### config.mk
export PLATFORM = sky130hd
export DESIGN_NAME = lfsr_crc_engine_cfg
export DESIGN_NICKNAME = d
export VERILOG_FILES = /design/src/lfsr_crc_pkg.sv /design/src/lfsr_crc_engine_cfg.sv
export VERILOG_INCLUDE_DIRS = /design/src
export SDC_FILE = /design/constraint.sdc
export NUM_CORES = 1
export LEC_CHECK = 0
export ABC_AREA = 1
export BUFFER_PORTS_ARGS = -buffer_cell sky130_fd_sc_hd__buf_2
export CELL_PAD_IN_SITES_DETAIL_PLACEMENT = 0
export CELL_PAD_IN_SITES_GLOBAL_PLACEMENT = 2
export CORE_MARGIN = 2
export CORE_UTILIZATION = 37
export DETAILED_ROUTE_END_ITERATION = 8
export PLACE_DENSITY_LB_ADDON = 0.05
export SKIP_CTS_REPAIR_TIMING = 1
export SLEW_MARGIN = 15
export SYNTH_ARGS = -nofsm -noshare
export SYNTH_HDL_FRONTEND = slang
export SYNTH_SLANG_ARGS = --single-unit
### constraint.sdc
create_clock -name mclk -period 3.3 [get_ports mclk]
set_clock_uncertainty 0.1 [all_clocks]
set_input_delay 0.165 -clock mclk [delete_from_list [all_inputs] [get_ports mclk]]
set_output_delay 0.165 -clock mclk [all_outputs]
set_load 0.01 [all_outputs]
### src/lfsr_crc_consts.svh
// Offsets, field positions and widths of the shift-register unit.
// Assumes inclusion by bare name from the unit's design and bench files.
`ifndef LFSR_CRC_CONSTS_SVH
`define LFSR_CRC_CONSTS_SVH
// Data-memory addresses of the register window.
`define WIN_HIGH_ADDR      8'h23
`define WIN_LOW_ADDR       8'h27
`define WIN_PTR_ADDR       8'h2b
// Pointer fields: index in 3:0, unit number in 5:4.
`define PTR_INDEX_LSB      0
`define PTR_UNIT_LSB       4
// Register-pair indices.
`define IDX_INPUT          4'h0
`define IDX_OUTPUT         4'h1
`define IDX_FB21           4'h2
`define IDX_CFG2_RES4      4'h3
`define IDX_RES32          4'h4
`define IDX_RES10          4'h5
`define IDX_FB43           4'h6
`define IDX_CFG3_DOUT      4'h7
`define IDX_CFG1_POLY4     4'h8
`define IDX_POLY32         4'h9
`define IDX_POLY10         4'ha
`define IDX_CMP32          4'hb
`define IDX_CMP10          4'hc
// Configuration three bits.
`define C3_AUTOLOAD        5
`define C3_RES_DIR         4
`define C3_IN_DIR          3
`define C3_TRIG_SEL        2
`define C3_TAP3_EN         1
`define C3_TAP4_EN         0
`define C3_USED_MASK       8'h3f
// Configuration one bits.
`define C1_PRESET          6
`define C1_DONE            5
`define C1_MATCH           4
// Configuration two bits.
`define C2_OUTTAP_OUT      7
`define C2_DIN_OUT         6
`define C2_TAP1_OUT        5
`define C2_TAP2_OUT        4
`define C2_DIN_RES         3
`define C2_TAP1_RES        2
`define C2_TAP2_RES        1
`define C2_DIN_POLY        0
// Sizes.
`define RES_BITS           40
`define CMP_BITS           32
`define FIFO_DEPTH         8
`endif

### src/lfsr_crc_pkg.sv
// Types used by the shift-register unit.
// Assumes nothing beyond a SystemVerilog compiler.
package lfsr_crc_pkg;
   // Engine states, Gray coded along idle, run, finish.
   typedef enum logic [1:0] {
      ST_IDLE   = 2'b00,
      ST_RUN    = 2'b01,
      ST_FINISH = 2'b11
   } engine_state_t;
endpackage

### src/lfsr_crc_engine_cfg.sv
// One configurable shift-register unit for CRC and scrambling, with its autoload FIFO.
// Assumes the core writes it through the three-byte window and that the
// receive-buffer strobes come from logic on the same clock.
`include "lfsr_crc_consts.svh"

// Small synchronous FIFO with a registered full flag.
module lfsr_crc_fifo #(
   parameter int WIDTH = 16,
   parameter int DEPTH = 8
) (
   input  wire logic             mclk,
   input  wire logic             resetn,
   input  wire logic             inValid,
   output logic                  inReady,
   input  wire logic [WIDTH-1:0] inData,
   output logic                  outValid,
   input  wire logic             outReady,
   output logic      [WIDTH-1:0] outData
);
   localparam int AW = $clog2(DEPTH);
   logic [WIDTH-1:0] mem [DEPTH];   // Storage words.
   logic [AW-1:0]    wrPtr;         // Next slot to fill.
   logic [AW-1:0]    rdPtr;         // Oldest slot.
   logic [AW:0]      count;         // Words held.
   logic [AW:0]      next_count;    // Count after this edge.
   logic             push;          // Word accepted.
   logic             pop;           // Word handed out.

   assign push     = inValid && inReady;
   assign pop      = outValid && outReady;
   assign outValid = (count != '0);
   assign outData  = mem[rdPtr];

   // Occupancy arithmetic; full is registered so the ready port is a flop.
   always_comb begin
      next_count = count;
      if (push && !pop) begin
         next_count = count + 1'b1;
      end else if (pop && !push) begin
         next_count = count - 1'b1;
      end
   end

   // Pointers, count and the ready flag.
   always_ff @(posedge mclk) begin
      if (!resetn) begin
         wrPtr   <= '0;
         rdPtr   <= '0;
         count   <= '0;
         inReady <= 1'b0;
      end else begin
         count   <= next_count;
         inReady <= (next_count != (AW+1)'(DEPTH));
         if (push) begin
            wrPtr <= wrPtr + 1'b1;
         end
         if (pop) begin
            rdPtr <= rdPtr + 1'b1;
         end
      end
   end

   // Storage needs no reset.
   always_ff @(posedge mclk) begin
      if (push) begin
         mem[wrPtr] <= inData;
      end
   end
endmodule // lfsr_crc_fifo

module lfsr_crc_engine_cfg #(
   parameter logic [1:0] UNIT_NUMBER = 2'h0   // Which of the four units this is.
) (
   input  wire logic        mclk,
   input  wire logic        resetn,
   input  wire logic [7:0]  busAddr,       // Data-memory address.
   input  wire logic        busWrite,      // One-cycle write strobe.
   input  wire logic        busRead,       // One-cycle read strobe.
   input  wire logic [7:0]  busWrData,
   output logic      [7:0]  busRdData,     // Valid the cycle after busRead.
   input  wire logic        rxLoadFirst,   // First receive buffer loaded.
   input  wire logic [15:0] rxWordFirst,
   input  wire logic        rxLoadSecond,  // Second receive buffer loaded.
   input  wire logic [15:0] rxWordSecond,
   output logic             rxReady,       // Autoload FIFO can take a word.
   output logic             engineBusy     // Operation in progress.
);
   // Bit-reversal helpers, used for both the view and the compare.
   function automatic logic [39:0] rev40(input logic [39:0] v);
      for (int i = 0; i < 40; i++) rev40[i] = v[39-i];
   endfunction
   function automatic logic [31:0] rev32(input logic [31:0] v);
      for (int i = 0; i < 32; i++) rev32[i] = v[31-i];
   endfunction
   // 40:1 tap multiplexer; selects beyond bit 39 give zero.
   function automatic logic tapPick(input logic [39:0] r, input logic [7:0] sel);
      tapPick = (sel < 8'h28) ? r[sel[5:0]] : 1'b0;
   endfunction

   lfsr_crc_pkg::engine_state_t state;   // Engine sequencer.
   logic [7:0]  pointer;          // Window unit and index.
   logic [3:0]  shiftCount;       // Programmed count N.
   logic [7:0]  cfgTwo;           // Gating enables.
   logic [5:0]  cfgThree;         // Only bits 5:0 exist.
   logic [7:0]  tapSel [4];       // Feedback tap selects one to four.
   logic [7:0]  outTapSel;        // Output tap select.
   logic [39:0] poly;             // Polynomial.
   logic [39:0] residue;          // Residue, held in shift order.
   logic [31:0] cmpValue;         // Compare value.
   logic [15:0] inputWord;        // Data in.
   logic [15:0] outputWord;       // Data out.
   logic [3:0]  step;             // Shift number within operation.
   logic        done;             // Completion flag.
   logic        match;            // Compare result.

   logic        myUnit, winHigh, winLow, wrHigh, wrLow;
   logic [3:0]  idx;
   logic        resDir, inDir, trigger, popWord;
   logic        dinBit, tap1, tap2, tap3, tap4, outTap, d0, polyXor;
   logic        leaving, outBit;
   logic [39:0] shifted, resView, next_view;
   logic        fifoValid;
   logic [15:0] fifoWord, rxWord;
   logic        rxLoad;

   assign idx    = pointer[`PTR_INDEX_LSB +: 4];
   assign myUnit = (pointer[`PTR_UNIT_LSB +: 2] == UNIT_NUMBER);
   assign winHigh = myUnit && (busAddr == `WIN_HIGH_ADDR);
   assign winLow  = myUnit && (busAddr == `WIN_LOW_ADDR);
   assign wrHigh  = busWrite && winHigh;
   assign wrLow   = busWrite && winLow;
   assign resDir  = cfgThree[`C3_RES_DIR];
   assign inDir   = cfgThree[`C3_IN_DIR];

   // Even units pair with the first receiver, odd units with the second.
   assign rxLoad = UNIT_NUMBER[0] ? rxLoadSecond : rxLoadFirst;
   assign rxWord = UNIT_NUMBER[0] ? rxWordSecond : rxWordFirst;

   // Autoload words queue here; the engine drains one only when idle, so
   // bursts beyond the depth drop rxReady, and loads offered while it is low are lost.
   lfsr_crc_fifo #(.WIDTH(16), .DEPTH(`FIFO_DEPTH)) autoloadQueue (
      .mclk     (mclk),
      .resetn   (resetn),
      .inValid  (rxLoad && cfgThree[`C3_AUTOLOAD]),
      .inReady  (rxReady),
      .inData   (rxWord),
      .outValid (fifoValid),
      .outReady (popWord),
      .outData  (fifoWord)
   );

   // A queued word is taken only when idle and the core is not writing data-in.
   assign popWord = fifoValid && (state == lfsr_crc_pkg::ST_IDLE)
                    && !((wrHigh || wrLow) && idx == `IDX_INPUT);

   // Start on the selected byte write, or on an autoloaded word.
   assign trigger = popWord
                    || (idx == `IDX_INPUT && (cfgThree[`C3_TRIG_SEL] ? wrHigh : wrLow));

   // Serial sources for this step.
   assign dinBit = inputWord[inDir ? (4'hf - step) : step];
   assign tap1   = tapPick(residue, tapSel[0]);
   assign tap2   = tapPick(residue, tapSel[1]);
   assign tap3   = tapPick(residue, tapSel[2]);
   assign tap4   = tapPick(residue, tapSel[3]);
   assign outTap = tapPick(residue, outTapSel);
   assign leaving = resDir ? residue[39] : residue[0];

   // Residue input node: XOR of every enabled source.
   assign d0 = (cfgTwo[`C2_DIN_RES] & dinBit) ^ (cfgTwo[`C2_TAP1_RES] & tap1)
             ^ (cfgTwo[`C2_TAP2_RES] & tap2)
             ^ (cfgThree[`C3_TAP3_EN] & tap3)
             ^ (cfgThree[`C3_TAP4_EN] & tap4);
   // Polynomial gate: the leaving bit, optionally mixed with data-in.
   assign polyXor = leaving ^ (cfgTwo[`C2_DIN_POLY] & dinBit);
   // Output stream bit.
   assign outBit = leaving ^ (cfgTwo[`C2_OUTTAP_OUT] & outTap)
                 ^ (cfgTwo[`C2_DIN_OUT] & dinBit)
                 ^ (cfgTwo[`C2_TAP1_OUT] & tap1) ^ (cfgTwo[`C2_TAP2_OUT] & tap2);

   // One shift, with the polynomial applied when the gate is high.
   assign shifted = (resDir ? {residue[38:0], d0} : {d0, residue[39:1]})
                    ^ (polyXor ? poly : 40'h0);

   // Software sees the residue bit-reversed when the direction bit is set.
   assign resView = resDir ? rev40(residue) : residue;

   // Byte-wise write into the software view of the residue.
   always_comb begin
      next_view = resView;
      if (wrLow && idx == `IDX_CFG2_RES4) next_view[39:32] = busWrData;
      else if (wrHigh && idx == `IDX_RES32) next_view[31:24] = busWrData;
      else if (wrLow && idx == `IDX_RES32) next_view[23:16] = busWrData;
      else if (wrHigh && idx == `IDX_RES10) next_view[15:8] = busWrData;
      else if (wrLow && idx == `IDX_RES10) next_view[7:0] = busWrData;
   end

   // Window pointer.
   always_ff @(posedge mclk) begin
      if (!resetn) begin
         pointer <= 8'h00;
      end else if (busWrite && busAddr == `WIN_PTR_ADDR) begin
         pointer <= busWrData;
      end
   end

   // Configuration, tap and compare registers written through the window.
   always_ff @(posedge mclk) begin
      if (!resetn) begin
         shiftCount <= 4'h0;
         cfgTwo     <= 8'h00;
         cfgThree   <= 6'h00;
         outTapSel  <= 8'h00;
         poly       <= 40'h0;
         cmpValue   <= 32'h0;
         for (int i = 0; i < 4; i++) tapSel[i] <= 8'h00;
      end else if (wrHigh) begin
         if (idx == `IDX_FB21) tapSel[1] <= busWrData;
         else if (idx == `IDX_CFG2_RES4) cfgTwo <= busWrData;
         else if (idx == `IDX_FB43) tapSel[3] <= busWrData;
         else if (idx == `IDX_CFG3_DOUT) cfgThree <= busWrData[5:0];
         else if (idx == `IDX_CFG1_POLY4) shiftCount <= busWrData[3:0];
         else if (idx == `IDX_POLY32) poly[31:24] <= busWrData;
         else if (idx == `IDX_POLY10) poly[15:8] <= busWrData;
         else if (idx == `IDX_CMP32) cmpValue[31:24] <= busWrData;
         else if (idx == `IDX_CMP10) cmpValue[15:8] <= busWrData;
      end else if (wrLow) begin
         if (idx == `IDX_FB21) tapSel[0] <= busWrData;
         else if (idx == `IDX_FB43) tapSel[2] <= busWrData;
         else if (idx == `IDX_CFG3_DOUT) outTapSel <= busWrData;
         else if (idx == `IDX_CFG1_POLY4) poly[39:32] <= busWrData;
         else if (idx == `IDX_POLY32) poly[23:16] <= busWrData;
         else if (idx == `IDX_POLY10) poly[7:0] <= busWrData;
         else if (idx == `IDX_CMP32) cmpValue[23:16] <= busWrData;
         else if (idx == `IDX_CMP10) cmpValue[7:0] <= busWrData;
      end
   end

   // Data-in: separate byte writes, or a whole autoloaded word.
   always_ff @(posedge mclk) begin
      if (!resetn) inputWord <= 16'h0000;
      else if (popWord) inputWord <= fifoWord;
      else if (wrHigh && idx == `IDX_INPUT) inputWord[15:8] <= busWrData;
      else if (wrLow && idx == `IDX_INPUT) inputWord[7:0] <= busWrData;
   end

   // Data-out: the engine shifts in at the top, so after N+1 shifts the first bit sits at bit 15-N.
   always_ff @(posedge mclk) begin
      if (!resetn) outputWord <= 16'h0000;
      else if (state == lfsr_crc_pkg::ST_RUN) outputWord <= {outBit, outputWord[15:1]};
      else if (wrHigh && idx == `IDX_OUTPUT) outputWord[15:8] <= busWrData;
      else if (wrLow && idx == `IDX_OUTPUT) outputWord[7:0] <= busWrData;
   end

   // Residue: the running engine owns it, so core writes in ST_RUN are dropped.
   always_ff @(posedge mclk) begin
      if (!resetn) begin
         residue <= 40'h0;
      end else if (state == lfsr_crc_pkg::ST_RUN) begin
         residue <= shifted;
      end else if (wrHigh && idx == `IDX_CFG1_POLY4 && busWrData[`C1_PRESET]) begin
         residue <= {40{1'b1}};
      end else begin
         residue <= resDir ? rev40(next_view) : next_view;
      end
   end

   // Sequencer: N+1 shifts, then one cycle to settle the compare.
   always_ff @(posedge mclk) begin
      if (!resetn) begin
         state      <= lfsr_crc_pkg::ST_IDLE;
         step       <= 4'h0;
         done       <= 1'b1;
         match      <= 1'b0;
         engineBusy <= 1'b0;
      end else begin
         case (state)
            lfsr_crc_pkg::ST_IDLE: begin
               if (trigger) begin
                  state      <= lfsr_crc_pkg::ST_RUN;
                  step       <= 4'h0;
                  done       <= 1'b0;
                  engineBusy <= 1'b1;
               end
            end
            lfsr_crc_pkg::ST_RUN: begin
               if (step == shiftCount) begin
                  state <= lfsr_crc_pkg::ST_FINISH;
               end else begin
                  step <= step + 4'h1;
               end
            end
            lfsr_crc_pkg::ST_FINISH: begin
               // Reversed upper 32 bits when clear, low 32 direct when set.
               match <= resDir ? (residue[31:0] == cmpValue)
                               : (rev32(residue[39:8]) == cmpValue);
               done       <= 1'b1;
               engineBusy <= 1'b0;
               state      <= lfsr_crc_pkg::ST_IDLE;
            end
            default: begin
               state <= lfsr_crc_pkg::ST_IDLE;
            end
         endcase
      end
   end

   // Read port: one cycle of latency; a foreign unit or address reads zero.
   always_ff @(posedge mclk) begin
      if (!resetn) begin
         busRdData <= 8'h00;
      end else if (busRead && busAddr == `WIN_PTR_ADDR) begin
         busRdData <= pointer;
      end else if (busRead && winHigh) begin
         if (idx == `IDX_INPUT) busRdData <= inputWord[15:8];
         else if (idx == `IDX_OUTPUT) busRdData <= outputWord[15:8];
         else if (idx == `IDX_FB21) busRdData <= tapSel[1];
         else if (idx == `IDX_CFG2_RES4) busRdData <= cfgTwo;
         else if (idx == `IDX_RES32) busRdData <= resView[31:24];
         else if (idx == `IDX_RES10) busRdData <= resView[15:8];
         else if (idx == `IDX_FB43) busRdData <= tapSel[3];
         else if (idx == `IDX_CFG3_DOUT) busRdData <= {2'b00, cfgThree};
         else if (idx == `IDX_CFG1_POLY4) busRdData <= {2'b00, done, match, shiftCount};
         else if (idx == `IDX_POLY32) busRdData <= poly[31:24];
         else if (idx == `IDX_POLY10) busRdData <= poly[15:8];
         else if (idx == `IDX_CMP32) busRdData <= cmpValue[31:24];
         else if (idx == `IDX_CMP10) busRdData <= cmpValue[15:8];
         else busRdData <= 8'h00;
      end else if (busRead && winLow) begin
         if (idx == `IDX_INPUT) busRdData <= inputWord[7:0];
         else if (idx == `IDX_OUTPUT) busRdData <= outputWord[7:0];
         else if (idx == `IDX_FB21) busRdData <= tapSel[0];
         else if (idx == `IDX_CFG2_RES4) busRdData <= resView[39:32];
         else if (idx == `IDX_RES32) busRdData <= resView[23:16];
         else if (idx == `IDX_RES10) busRdData <= resView[7:0];
         else if (idx == `IDX_FB43) busRdData <= tapSel[2];
         else if (idx == `IDX_CFG3_DOUT) busRdData <= outTapSel;
         else if (idx == `IDX_CFG1_POLY4) busRdData <= poly[39:32];
         else if (idx == `IDX_POLY32) busRdData <= poly[23:16];
         else if (idx == `IDX_POLY10) busRdData <= poly[7:0];
         else if (idx == `IDX_CMP32) busRdData <= cmpValue[23:16];
         else if (idx == `IDX_CMP10) busRdData <= cmpValue[7:0];
         else busRdData <= 8'h00;
      end else begin
         busRdData <= 8'h00;
      end
   end
endmodule // lfsr_crc_engine_cfg

==> flow_summary.ini <==
[run_status]
status = finished, violations left
violations = hold timing

[logic_synthesis]
netlist_instances = 2786
synth.area.top_cells = edfxtp_1, dfxtp_1, nand2_1
synth_edf_count = 160
synth_area_sq_mm = 0.02067
synthFlopType = dfxtp_1
yosysUniqueCellTypes = 60
synth_top_area_share_pct = 23.24
ys_seq_area_share_pct = 43.48
ys_warn_count = 0
syn-mean-instance-area_sq_um = 7.421
synth_top_cell_by_area = edfxtp_1
syn_nets = 2845
ys_seq_elements = 369
synthArstFlopShare_pct = 0

[drt]
drtAntennaViolNets = 0
drcViolationCount = 0
firstDrtPassIters = 5
drt-initial-drc-count = 1911
viasPerCell = 5.598
wl_per_cell_um = 24.84
routed-via-count = 20360
wl_um = 90360

[cts]
cts_tree = built
htree_levels = 2
clkTransAtPathRegs_ns = 0.06
cts_buffers = 46
clkSinkCount = 369
cts.path.max_buffers = 3
clk_latency_ns = 0.62
cts-root-buf = clkbuf_16

[timing]
final-hold-violation-count = 3
tns_ns = 0
slew_violations = 0
post-route-min-period_ns = 2.932
worst_slack_ns = 0.3676
setup_violations = 0
rsz0062_at_grt = false
worst_pin_slew_ns = 0.8856
slew_headroom_pct = 40.96
fmax_mhz = 341.0
fin_hold_ws_ns = -0.02196
timing.final.crit_share_pct = 88.86

[power_and_ir_drop]
internal_power_mw = 8.842
p_clk_share_pct = 41.3
p_sw_share_pct = 31.86
p_comb_share_pct = 19.5
power_frac_seq_pct = 39.2
p_per_area_mw_per_mm2 = 543.0
leakage_nw = 9.119
peakVddDrop_mv = 0.5135
finalPower_mw = 12.98
p_sw_mw = 4.135

[cells_and_area]
diodes = 0
synthToLayoutAreaGrowth_pct = 15.59
n_fill_cell = 5693
finalNonFillerCells = 3637
nNetsFinal = 2910
post-route-util_pct = 43.29
final_layout_size_suffix_gt1_share_pct = 11.15

[global_route]
grt_antenna_before_repair = 1
grt.total_usage_pct = 31.05
grt_pass1_vias = 18790
grt_max_degree = 81
grt_pass1_wl_um = 129700
overflow = 0

[floorplanning]
floorplan.initialDensity_pct = 37.45
rows = 86
core_region_area_sq_mm = 0.05520
die_h_um = 240.4
dieArea_sq_mm = 0.05778
io_pins = 64
dieWidth_um = 240.4

[setup_path]
arrival_ns = 3.39
cp.required_ns = 3.76
criticalPathCategory = reg2reg
crit_path_start_kind = register
cp-end-kind = register
path_max_fanout = 10

[place]
pre_cts_ws_ns = 0.4220
dp_cells = 3530
globalplace.congestion = 0.9816
dp_hpwl_um = 64890
portBuffers = 46

[hold_path]
min_path_type = in2reg

[job]
maxCapViolCount = 0
[worst paths after layout]
kind | start | end | slack (ns) | cells after the start
hold / removal | busWrData[1] | shiftCount[1] | -0.02 | 4
hold reg to reg | pointer[6] | pointer[6] | 0.36 | 2
setup / recovery | tapSel[1][1] | residue[39] | 0.37 | 18
setup reg to reg | tapSel[1][1] | residue[39] | 0.37 | 18
[synthesized netlist by cell type (2+ instances only)]
library cell	instances
nand3_1	166
buf_4	6
nor2_4	21
nand2_1	542
nand3_2	2
edfxtp_1	160
nand3b_1	2
inv_1	240
nand4_1	14
o22ai_1	27
nor3_2	3
o211ai_1	17
nand2_2	7
xnor2_1	22
ha_1	5
buf_2	38
dfxtp_1	209
nor2_2	8
a221oi_1	12
clkinv_1	8
a31oi_1	7
inv_2	23
o21ai_1	27
buf_6	2
nor2_1	293
xor2_1	40
nor4_1	7
a21oi_2	5
nor3_1	12
a211oi_1	17
buf_1	9
o21ai_0	358
a2111oi_0	2
o2111ai_1	13
or2_2	3
o21a_1	2
a21oi_1	266
a32oi_1	9
o221ai_1	52
clkbuf_1	110
[per-layer routing]
| layer | part of all wire [%] | up-vias | global-route usage, % | routed length, um |
|---|---|---|---|---|
| li1 | - | 9633 | - | - |
| met1 | 43 | 9814 | 40.81 | 38860 |
| met2 | 46 | 732 | 50.74 | 41730 |
| met3 | 6.0 | 180 | 4.305 | 5423 |
| met4 | 4.8 | 0 | 13.93 | 4347 |
| met5 | 0 | - | 0 | 0 |
[cells by family after synthesis]
kind of cell | after synthesis | synth area share (%)
and+or+nand+nor | 1089 | 22.60
buffers and inverters | 439 | 8.527
xor gates and xnor gates | 63 | 2.705
adders and majority gates | 5 | 0.3026
AOI/OAI and AO/OA | 821 | 22.39
DFF | 369 | 43.48
[per-stage QoR]
| step | cell area (sq um) | hold slack (ns) |
|---|---|---|
| after floorplan | 20670 | 0.1639 |
| after global placement | 22070 | 0.3235 |
| after detailed placement | 22070 | 0.3283 |
| after CTS | 23690 | -0.3283 |
| after global routing | 23900 | 0.0006515 |
| final | 23900 | -0.02196 |
[power groups by stage]
stage                     clock network [mW]  logic [mW]  registers, mW
after floorplan                            0        1.64           5.14
after global placement                     0        2.48           5.19
after detailed placement                   0        2.51           5.19
after CTS                               5.45        2.52           5.09
after global routing                    5.63        2.79           5.11
final                                   5.35        2.53           5.09
[critical path, cell delays in order, from the launching register on]
cell	delay, ns
edfxtp_1	0.35
clkinv_1	0.46
nand3_1	0.25
nand3_1	0.10
nand2_1	0.22
nand2_1	0.08
nand3_1	0.09
nand3_1	0.10
a21oi_1	0.22
nand3_1	0.13
nand3_1	0.14
nand2_1	0.06
nand2_1	0.07
nand3_1	0.12
nand2_1	0.09
nand2_1	0.05
nand2_1	0.05
nand2_1	0.04
a21oi_1	0.14
[state kept, by name (all words and copies together) (netlist names), 2 cells and up, named ones only]
signal / flops
inputWord: 16
autoloadQueue.count: 4
state: 2
autoloadQueue.mem: 128
outTapSel: 8
cfgTwo: 8
autoloadQueue.wrPtr: 3
cfgThree: 6
tapSel: 32
outputWord: 16
step: 4
residue: 40
pointer: 8
busRdData: 8
autoloadQueue.rdPtr: 3
cmpValue: 32
poly: 40
shiftCount: 4
[final cells by class]
type,instances,area (sq um),area share [%]
tap,748,935.9,3.916
inverter,272,1025,4.288
sequential,369,8991,37.62
timing repair buffer,184,1396,5.843
clock inverter,23,314.1,1.314
multi-input combinational,1978,9931,41.55
clock buffer,63,1305,5.461
[placed cells by master (no fill, tap or decap), types with 45 or more instances in the layout]
cell / n
inv_1: 239
dfxtp_1: 207
clkbuf_16: 46
buf_4: 112
o21ai_0: 358
o221ai_1: 52
buf_2: 45
a21oi_1: 266
edfxtp_1: 160
nand3_1: 166
nand2_1: 542
nor2_1: 292
Power figures use the tool's default switching activity.
